File: src/hdl/hlirq_pkg.sv
// Constants for the host-to-local interrupt unit.
// Assumes one clock domain, synchronous active-low reset.
package hlirq_pkg;
   localparam logic [31:0] NMI_ADDR      = 32'h1ffa_001c;
   localparam logic [31:0] SIR_ADDR      = 32'h1ffa_2014;
   localparam logic [31:0] RCF_ADDR      = 32'h1ffa_2018;
   localparam logic [3:0]  ATTENTION_PORT_CODE_SIR = 4'hd;
   localparam int          SIR_BITS      = 16;
   localparam int          GEN_LO        = 0;
   localparam int          EOT_LO        = 8;
   localparam int          NMI_BIT       = 0;
   localparam int          RCF_BIT       = 0;
   localparam logic [15:0] SIR_RESET     = 16'h0000;
   localparam int          NSRC          = 7;
   localparam logic [3:0]  CODE_NMI      = 4'h0;
   localparam logic [3:0]  CODE_PAR      = 4'h1;
   localparam logic [3:0]  CODE_ATTENTION_PORT     = 4'h2;
   localparam logic [3:0]  CODE_EOT      = 4'h3;
   localparam logic [3:0]  CODE_GEN      = 4'h4;
   localparam logic [3:0]  CODE_BM2      = 4'h5;
   localparam logic [3:0]  CODE_BM1      = 4'h6;
   localparam logic [3:0]  CODE_IDLE     = 4'hf;
endpackage

File: src/hdl/hlirq_src_if.sv
// Pending-source vector passed from the latch to the encoder.
// Assumes both ends share clk.
`timescale 1ns/100ps
interface hlirq_src_if;
   logic [6:0] pend;
   logic [6:0] clr;
   modport latch (output pend, input clr);
   modport enc   (input pend, output clr);
endinterface

File: src/hdl/hlirq_latch.sv
// Pending latches for the seven interrupt sources.
// Assumes set and clear pulses are synchronous to clk.
`timescale 1ns/100ps
module hlirq_latch (
   input  wire logic       clk,
   input  wire logic       resetn,
   input  wire logic [6:0] set,
   hlirq_src_if.latch      src
);
   typedef struct packed {
      logic [6:0] pend;
   } hlirq_latch_t;
   hlirq_latch_t q;
   hlirq_latch_t next_q;

   always_comb begin
      next_q = q;
      // Set beats clear in the same cycle
      next_q.pend = (q.pend & ~src.clr) | set;
   end

   always_ff @(posedge clk) begin
      if (!resetn) begin
         q <= '0;
      end else begin
         q <= next_q;
      end
   end

   assign src.pend = q.pend;

   set_wins_a: assert property (@(posedge clk) disable iff (!resetn)
      |set |-> ##1 ((src.pend & $past(set)) == $past(set)))
      else $error("pending set lost");
endmodule // hlirq_latch

File: src/hdl/hlirq_top.sv
// Host-to-local interrupt unit: source identification bits, host NMI,
// reset cause flag and the encoded 4-line interrupt priority encoder.
// Assumes host and local bus strobes are one-cycle pulses on clk.
`timescale 1ns/100ps
module hlirq_top (
   input  wire logic        clk,
   input  wire logic        resetn,
   input  wire logic        move_mode,
   input  wire logic        cmd_reset,
   input  wire logic        attention_port_wr,
   input  wire logic [7:0]  attention_port_wdata,
   input  wire logic        attention_port_busy,
   input  wire logic        attention_port_reject,
   input  wire logic        host_nmi_wr,
   input  wire logic [7:0]  host_nmi_wdata,
   input  wire logic        host_nmi_rd,
   input  wire logic        host_rcf_rd,
   input  wire logic        lb_wr,
   input  wire logic        lb_rd,
   input  wire logic [31:0] lb_addr,
   input  wire logic [31:0] lb_wdata,
   input  wire logic        par_req,
   input  wire logic        par_status_rd,
   input  wire logic        attention_port_req,
   input  wire logic        attention_port_port_rd,
   input  wire logic        bm1_req,
   input  wire logic        bm1_status_rd,
   input  wire logic        bm2_req,
   input  wire logic        bm2_status_rd,
   output logic [31:0]      lb_rdata,
   output logic [7:0]       host_rdata,
   output logic             attention_port_sets_busy,
   output logic [3:0]       int_code
);
   // Source index order matches code order: 0 NMI .. 6 channel 1
   localparam int S_NMI  = 0;
   localparam int S_PAR  = 1;
   localparam int S_ATTENTION_PORT = 2;
   localparam int S_EOT  = 3;
   localparam int S_GEN  = 4;
   localparam int S_BM2  = 5;
   localparam int S_BM1  = 6;
   localparam int NSRC_TOP = hlirq_pkg::NSRC - 1;

   typedef enum logic {HLIRQ_IDLE, HLIRQ_SHOW} hlirq_state_t;

   typedef struct packed {
      hlirq_state_t st;
      logic [15:0]  source_ident_bits;
      logic         nmi;
      logic         rcf;
      logic [2:0]   cur;
      logic [3:0]   code;
      logic [31:0]  lb_rdata;
      logic [7:0]   host_rdata;
      logic         sets_busy;
      logic [6:0]   clr;
   } hlirq_t;

   hlirq_t q;
   hlirq_t next_q;
   hlirq_src_if src ();
   logic [6:0] set;
   logic       sir_hit;
   logic       nmi_hit;
   logic       rcf_hit;
   logic       code_d;
   logic       sir_wr;
   logic       gen_lvl;
   logic       eot_lvl;

   assign sir_hit = (lb_addr == hlirq_pkg::SIR_ADDR);
   assign nmi_hit = (lb_addr == hlirq_pkg::NMI_ADDR);
   assign rcf_hit = (lb_addr == hlirq_pkg::RCF_ADDR);
   assign code_d  = attention_port_wr &&
                    attention_port_wdata[7:4] == hlirq_pkg::ATTENTION_PORT_CODE_SIR;
   assign sir_wr  = lb_wr && sir_hit && move_mode;
   assign gen_lvl = |q.source_ident_bits[hlirq_pkg::GEN_LO +: 8];
   assign eot_lvl = |q.source_ident_bits[hlirq_pkg::EOT_LO +: 8];

   // Group requests re-arm after each source write while bits remain
   always_comb begin
      set         = '0;
      set[S_NMI]  = host_nmi_wr && host_nmi_wdata[hlirq_pkg::NMI_BIT];
      set[S_PAR]  = par_req;
      set[S_ATTENTION_PORT] = attention_port_req;
      set[S_BM2]  = bm2_req;
      set[S_BM1]  = bm1_req;
      set[S_GEN]  = gen_lvl && !src.pend[S_GEN] &&
                    !(q.st == HLIRQ_SHOW && q.cur == 3'(S_GEN));
      set[S_EOT]  = eot_lvl && !src.pend[S_EOT] &&
                    !(q.st == HLIRQ_SHOW && q.cur == 3'(S_EOT));
   end

   hlirq_latch u_latch (
      .clk    (clk),
      .resetn (resetn),
      .set    (set),
      .src    (src)
   );

   always_comb begin
      logic [6:0] ev;
      logic [6:0] avail;
      ev     = '0;
      avail  = '0;
      next_q = q;
      next_q.clr = '0;
      next_q.sets_busy = attention_port_wr && !code_d && !attention_port_busy && !attention_port_reject;
      // Source bits: host sets by code D, local clears by zeros
      if (move_mode) begin
         if (sir_wr) begin
            next_q.source_ident_bits = q.source_ident_bits & lb_wdata[15:0];
         end
         if (code_d) begin
            next_q.source_ident_bits[attention_port_wdata[3:0]] = 1'b1;
         end
      end
      if (cmd_reset) begin
         next_q.rcf = 1'b1;
      end
      if (host_nmi_wr) begin
         next_q.nmi = host_nmi_wdata[hlirq_pkg::NMI_BIT];
      end else if (lb_rd && nmi_hit) begin
         next_q.nmi = 1'b0;
      end
      // Clearing events per source
      ev[S_NMI]  = lb_rd && nmi_hit;
      ev[S_PAR]  = par_status_rd;
      ev[S_ATTENTION_PORT] = attention_port_port_rd;
      ev[S_GEN]  = sir_wr;
      ev[S_EOT]  = sir_wr;
      ev[S_BM2]  = bm2_status_rd;
      ev[S_BM1]  = bm1_status_rd;
      next_q.clr = ev & src.pend;
      avail = src.pend & ~ev;
      // Register reads
      next_q.lb_rdata = '0;
      if (lb_rd) begin
         if (sir_hit) begin
            next_q.lb_rdata[15:0] = q.source_ident_bits;
         end else if (nmi_hit) begin
            next_q.lb_rdata[hlirq_pkg::NMI_BIT] = q.nmi;
         end else if (rcf_hit) begin
            next_q.lb_rdata[hlirq_pkg::RCF_BIT] = q.rcf;
         end
      end
      next_q.host_rdata = '0;
      if (host_nmi_rd) begin
         next_q.host_rdata[hlirq_pkg::NMI_BIT] = q.nmi;
      end else if (host_rcf_rd) begin
         next_q.host_rdata[hlirq_pkg::RCF_BIT] = q.rcf;
      end
      // Presenter
      unique case (q.st)
         HLIRQ_IDLE: begin
            next_q.code = hlirq_pkg::CODE_IDLE;
         end
         HLIRQ_SHOW: begin
            if (ev[q.cur]) begin
               next_q.st   = HLIRQ_IDLE;
               next_q.code = hlirq_pkg::CODE_IDLE;
            end
         end
      endcase
      if (avail[S_NMI] && !(q.st == HLIRQ_SHOW && q.cur == 3'(S_NMI))) begin
         next_q.st   = HLIRQ_SHOW;
         next_q.cur  = 3'(S_NMI);
         next_q.code = hlirq_pkg::CODE_NMI;
      end else if (next_q.st == HLIRQ_IDLE && |avail) begin
         next_q.st = HLIRQ_SHOW;
         for (int i = NSRC_TOP; i >= 0; i--) begin
            if (avail[i]) begin
               next_q.cur  = 3'(i);
               next_q.code = 4'(i);
            end
         end
      end
   end

   always_ff @(posedge clk) begin
      if (!resetn) begin
         q      <= '0;
         q.st   <= HLIRQ_IDLE;
         q.source_ident_bits  <= hlirq_pkg::SIR_RESET;
         q.code <= hlirq_pkg::CODE_IDLE;
      end else begin
         q <= next_q;
      end
   end

   // Clear acts in the cycle of its event, so a cleared source never
   // comes back from a stale pending bit
   assign src.clr        = next_q.clr;
   assign lb_rdata       = q.lb_rdata;
   assign host_rdata     = q.host_rdata;
   assign attention_port_sets_busy = q.sets_busy;
   assign int_code       = q.code;

   idle_lines_a: assert property (@(posedge clk) disable iff (!resetn)
      q.st == HLIRQ_IDLE |-> int_code == 4'hf)
      else $error("idle code not 1111");
   nmi_fast_a: assert property (@(posedge clk) disable iff (!resetn)
      host_nmi_wr && host_nmi_wdata[0] |-> ##2 int_code == 4'h0)
      else $error("nmi not shown in two cycles");
   code_range_a: assert property (@(posedge clk) disable iff (!resetn)
      int_code <= 4'h6 || int_code == 4'hf)
      else $error("unused code shown");
   hold_code_a: assert property (@(posedge clk) disable iff (!resetn)
      q.st == HLIRQ_SHOW && !ev_cur() &&
      !(src.pend[S_NMI] && q.cur != 3'(S_NMI)) |=> $stable(int_code))
      else $error("code changed before clear");
   sir_set_a: assert property (@(posedge clk) disable iff (!resetn)
      move_mode && code_d && !sir_wr |=> q.source_ident_bits[$past(attention_port_wdata[3:0])])
      else $error("code D did not set bit");
   sir_clear_a: assert property (@(posedge clk) disable iff (!resetn)
      sir_wr && !code_d |=> q.source_ident_bits == ($past(q.source_ident_bits) & $past(lb_wdata[15:0])))
      else $error("zero write clear wrong");
   rcf_set_a: assert property (@(posedge clk) disable iff (!resetn)
      cmd_reset || q.rcf |=> q.rcf)
      else $error("reset cause lost");
   busy_d_a: assert property (@(posedge clk) disable iff (!resetn)
      code_d |=> !attention_port_sets_busy)
      else $error("code D set busy");
   nmi_rdclr_a: assert property (@(posedge clk) disable iff (!resetn)
      lb_rd && nmi_hit && !host_nmi_wr |=> !q.nmi)
      else $error("nmi read did not clear");
   gen_rearm_a: assert property (@(posedge clk) disable iff (!resetn)
      gen_lvl && !sir_wr |-> ##[1:2]
      (src.pend[S_GEN] || (q.st == HLIRQ_SHOW && q.cur == 3'(S_GEN))))
      else $error("general level without request");

   nmi_cov_c:  cover property (@(posedge clk) int_code == 4'h0);
   gen_cov_c:  cover property (@(posedge clk) int_code == 4'h4);
   pre_cov_c:  cover property (@(posedge clk)
      int_code == 4'h6 ##1 int_code == 4'h0);

   function automatic logic ev_cur();
      return (q.cur == 3'(S_NMI) && lb_rd && nmi_hit) ||
             (q.cur == 3'(S_PAR) && par_status_rd) ||
             (q.cur == 3'(S_ATTENTION_PORT) && attention_port_port_rd) ||
             ((q.cur == 3'(S_GEN) || q.cur == 3'(S_EOT)) && sir_wr) ||
             (q.cur == 3'(S_BM2) && bm2_status_rd) ||
             (q.cur == 3'(S_BM1) && bm1_status_rd);
   endfunction
endmodule // hlirq_top

File: config.mk
export PLATFORM = sky130hd
export DESIGN_NAME = hlirq_top
export DESIGN_NICKNAME = d
export VERILOG_FILES = /design/src/hdl/hlirq_pkg.sv /design/src/hdl/hlirq_src_if.sv /design/src/hdl/hlirq_latch.sv /design/src/hdl/hlirq_top.sv
export SDC_FILE = /design/constraint.sdc
export NUM_CORES = 1
export LEC_CHECK = 0
export CAP_MARGIN = 0
export CORE_MARGIN = 2
export CORE_UTILIZATION = 60
export DETAILED_ROUTE_END_ITERATION = 6
export DONT_BUFFER_PORTS = 1
export PLACE_DENSITY = 0.83
export SETUP_SLACK_MARGIN = 0.05
export SYNTH_ARGS = -nofsm -noshare
export SYNTH_HDL_FRONTEND = slang
export SYNTH_SLANG_ARGS = --single-unit
File: constraint.sdc
create_clock -name clk -period 5.83 [get_ports clk]
set_clock_uncertainty 0.2 [all_clocks]
set_input_delay 0.2915 -clock clk [delete_from_list [all_inputs] [get_ports clk]]
set_output_delay 0.2915 -clock clk [all_outputs]
set_load 0.1 [all_outputs]
==> results.txt <==
The number of H-tree levels is 2. At the pin with the least slew margin, the transition time is 1.131 ns. The number of diodes came out at 0.

Summing all multi-input logic gate instances after layout gives 1262 sq um. The die height is 69.62 microns. Setup repair after global routing left no endpoint under its margin. The post-detailed-route via-to-cell ratio is 5.878. The most critical setup path has its startpoint at lb_addr[31].

For this configuration, the core starts out at a cell density of 0.6323. For this run, the total global-route usage over all layers was measured as 0.2266. The number of warnings issued by yosys came out at 0. The worst setup path is captured at a flip-flop. The cell family with the largest share of critical-path delay is simple AND/OR/NAND/NOR gates. The wire-length estimate of the detail-placed layout is 3.765 mm.

The number of placement rows is 23. The initial antenna violation count is 0. The routed wire length per instance came out at 15.97 microns. Compared with the post-synthesis result, the final layout area differs by 2.954%. The library cell used most frequently in the layout, excluding fill and tap cells, is sky130_fd_sc_hd__dfxtp_1. The number of clock sinks seen by CTS is 51. The critical path goes through nor4_2, nand4_1, or4_4, a2111oi_4, a211oi_4, a311oi_1, o21ai_1.

The final setup violation count is 0. The worst pin sits at a relative slew slack of 0.2438. Counting both buffers and inverters, the worst setup path holds a total of 0. In the layout the commonest cells are sky130_fd_sc_hd__dfxtp_1 (51), sky130_fd_sc_hd__nand2_1 (30), sky130_fd_sc_hd__conb_1 (23), sky130_fd_sc_hd__o21ai_0 (22). The flow ran to the end, and the final reports show no timing, DRC or antenna violations. For this run, the top clock speed supported by timing is 402.9 MHz. STA classifies the critical path startpoint as an input port. The post-route cell area came out at 2660 sq um. The count of filler cells inserted in the layout is 343. The cell count of the worst hold path is 2. The routability congestion estimate came out at 0.8702. The analysis attributes to cell leakage a power of 0.001005 uW. The final layout contains 386 nets. The number of buffers inserted during clock tree synthesis is 5. The power density of the placed cells came out at 296.7 nW/um^2.

The time the final worst path needs with I/O delays and setup came out at 2.482 ns. The count of input and output buffers came out at 0. The number of iterations in the first detailed-routing pass is 4. The worst supply voltage drop on vdd came out at 0.2086 mV. TritonCTS built the clock tree. For this run the aggregate overflow at the end of global routing stands at 0. The wire length after detailed routing came out at 5.383 mm.

The synthesized netlist contains 46 unique library cells. The accumulated negative setup slack is 0 ns. The number of max-slew violations in the final report is 0. In this run the horizontal extent of the chip is 69.62 microns.

The critical path ends at int_code[0]. Once detail routing completed, the nets flagged for antenna violations numbered 0. The max-capacitance violation count is 0. Clock-pin slew was measured on the worst setup and hold paths at 0.10 ns. The slowest stage of the critical path belongs to the cell sky130_fd_sc_hd__or4_4. Buffers added to address setup during post-CTS repair amount to 0. The area of placed instances is 2369 sq um. The maximum cell stage delay along the critical path is 0.73 ns. The data arrival time of the critical path is 2.44 ns. The final cycle utilization of the critical path is 0.4257. Averaged over all synthesized cells, the footprint is 8.879 sq um. After floorplanning, the core was sized to cover 4086 sq um. The via count of the first global-routing pass came out at 1943. The count of state elements after synthesis is 51. The number of hold violations in the final report came out at 0. The fraction of final layout cells with drive strength greater than 1 came out at 0.06272. The insertion delay to the later sink of the worst-skew pair is 0.31 ns. The worst-case clock buffer depth is 2. The number of cells on the critical path is 7.

The synthesized design spends more area on one cell type than any other, namely sky130_fd_sc_hd__dfxtp_1. The worst register-to-register path has a depth of 7. The sequential share of the synthesized area is 0.3952.

The first global-routing pass estimated 8.707 mm of wire. The fraction of synthesis flops using an asynchronous set or reset pin is 0. The highest net fanout along the worst path came out at 21.

The initial detailed-routing violation count is 110. The die covers 4847 sq um. Across all register-to-register paths, the minimum setup slack is 3.57 ns.

The clock tree root driver cell is sky130_fd_sc_hd__clkbuf_8. The area taken by flip-flops and latches came out at 1021 sq um. The area fraction of the dominant cell type after synthesis came out at 0.3952. The count of boundary I/O pins came out at 145. The synthesized design contains 0 enable-type register cells. In the post-synthesis netlist, the biggest area contributors are sky130_fd_sc_hd__dfxtp_1 (40%), sky130_fd_sc_hd__buf_4 (13%), sky130_fd_sc_hd__a21boi_0 (5.2%), sky130_fd_sc_hd__and2_1 (4.4%), sky130_fd_sc_hd__nand2_1 (4.4%). The path type of the worst setup path is input port to flip-flop. Entering global routing, the biggest net connects 38 pins. In this run the critical register-to-register path is captured at int_code[3]. The worst hold path belongs to the class input port to flip-flop. The data required time of the worst path came out at 5.79 ns. In this run the cell area of the synthesized design comes to 2584 sq um. Counting every instance in the synthesized netlist gives 291. The most instantiated flip-flop cell in the synthesis netlist is sky130_fd_sc_hd__dfxtp_1. The total vias in the final route came out at 1981. In this run the critical register-to-register path is launched from q[52]. The number of design rule violations left after detail routing came out at 0.
-- layout make-up --
| class | count | area share |
|---|---|---|
| repair buffers | 18 | 0.06679 |
| inverters | 4 | 0.005644 |
| well taps | 50 | 0.02352 |
| clock inverters | 2 | 0.01458 |
| clock buffers | 6 | 0.03104 |
| flip-flops and latches | 51 | 0.3838 |
| multi-input cells | 206 | 0.4746 |
-- routing by layer --
layer  global-route usage  up-vias  wire (microns)
met5                    0        -               0
li1                     -      952               -
met1               0.2351      908            2042
met4               0.1239        0             132
met2               0.4124      108            2751
met3              0.05959       13             457
-- worst min-delay path by stage --
| stage | endpoint | slack [ns] | from |
|---|---|---|---|
| detailed placement | attention_port_sets_busy | 0.17 | attention_port_busy |
| global placement | attention_port_sets_busy | 0.17 | attention_port_busy |
| CTS | u_latch.src.pend[1] | 0.0002 | par_status_rd |
| floorplan | attention_port_sets_busy | 0.17 | attention_port_busy |
| global route | u_latch.src.pend[1] | 0.01 | par_status_rd |
| finish | u_latch.src.pend[1] | 0.003 | par_status_rd |
-- metrics by stage --
step | total power, uW | hold slack (ns) | setup slack, ns | std cells | util
final | 789.2 | 0.002575 | 3.348 | 337 | 0.6509
after global routing | 815.3 | 0.01157 | 3.153 | 337 | 0.6509
after CTS | 789.1 | 0.0002342 | 3.351 | 337 | 0.6509
after detailed placement | 520.6 | 0.1703 | 3.057 | 312 | 0.5796
after global placement | 519.7 | 0.1675 | 3.085 | 312 | 0.5796
after floorplan | 532.8 | 0.1670 | 3.352 | 313 | -
-- registers in the layout (all words and copies together), names as in the netlist --
signal and count:
attention_port_sets_busy 1, host_rdata 1, int_code 4, lb_rdata 16, q 22, u_latch.src.pend 7
-- synthesized netlist by cell type (4+ instances only) --
cell type	count
sky130_fd_sc_hd__nor2b_1	11
sky130_fd_sc_hd__a21boi_0	18
sky130_fd_sc_hd__o21ai_0	22
sky130_fd_sc_hd__inv_1	4
sky130_fd_sc_hd__and2_1	18
sky130_fd_sc_hd__dfxtp_1	51
sky130_fd_sc_hd__a21oi_1	4
sky130_fd_sc_hd__nor4_1	6
sky130_fd_sc_hd__nand2_1	30
sky130_fd_sc_hd__mux2i_1	5
sky130_fd_sc_hd__buf_4	44
sky130_fd_sc_hd__o21a_1	6
sky130_fd_sc_hd__nand3_1	4
sky130_fd_sc_hd__nand4_1	9
sky130_fd_sc_hd__clkbuf_1	7
sky130_fd_sc_hd__nor2_1	9
-- power breakdown --
group	switching [uW]	internal, uW
Combinational	95.6	32.9
Clock	122	141
Sequential	39.2	358
-- logic make-up (layout without fill, tap and decap cells) --
group / count (synthesis) / in the layout / synth area share
simple gates: 109 / 109 / 0.2445
compound gates: 69 / 69 / 0.1913
buf+inv: 56 / 30 / 0.1482
flops: 51 / 51 / 0.3952
mux: 5 / 5 / 0.01937
other cells: 1 / 23 / 0.001451
-- repair_timing --
item | CTS | global route
hold buffers | 17 | 0
hold endpoints to repair | 36 | 0
resized for setup | 0 | 0
Power figures use the tool's default switching activity.
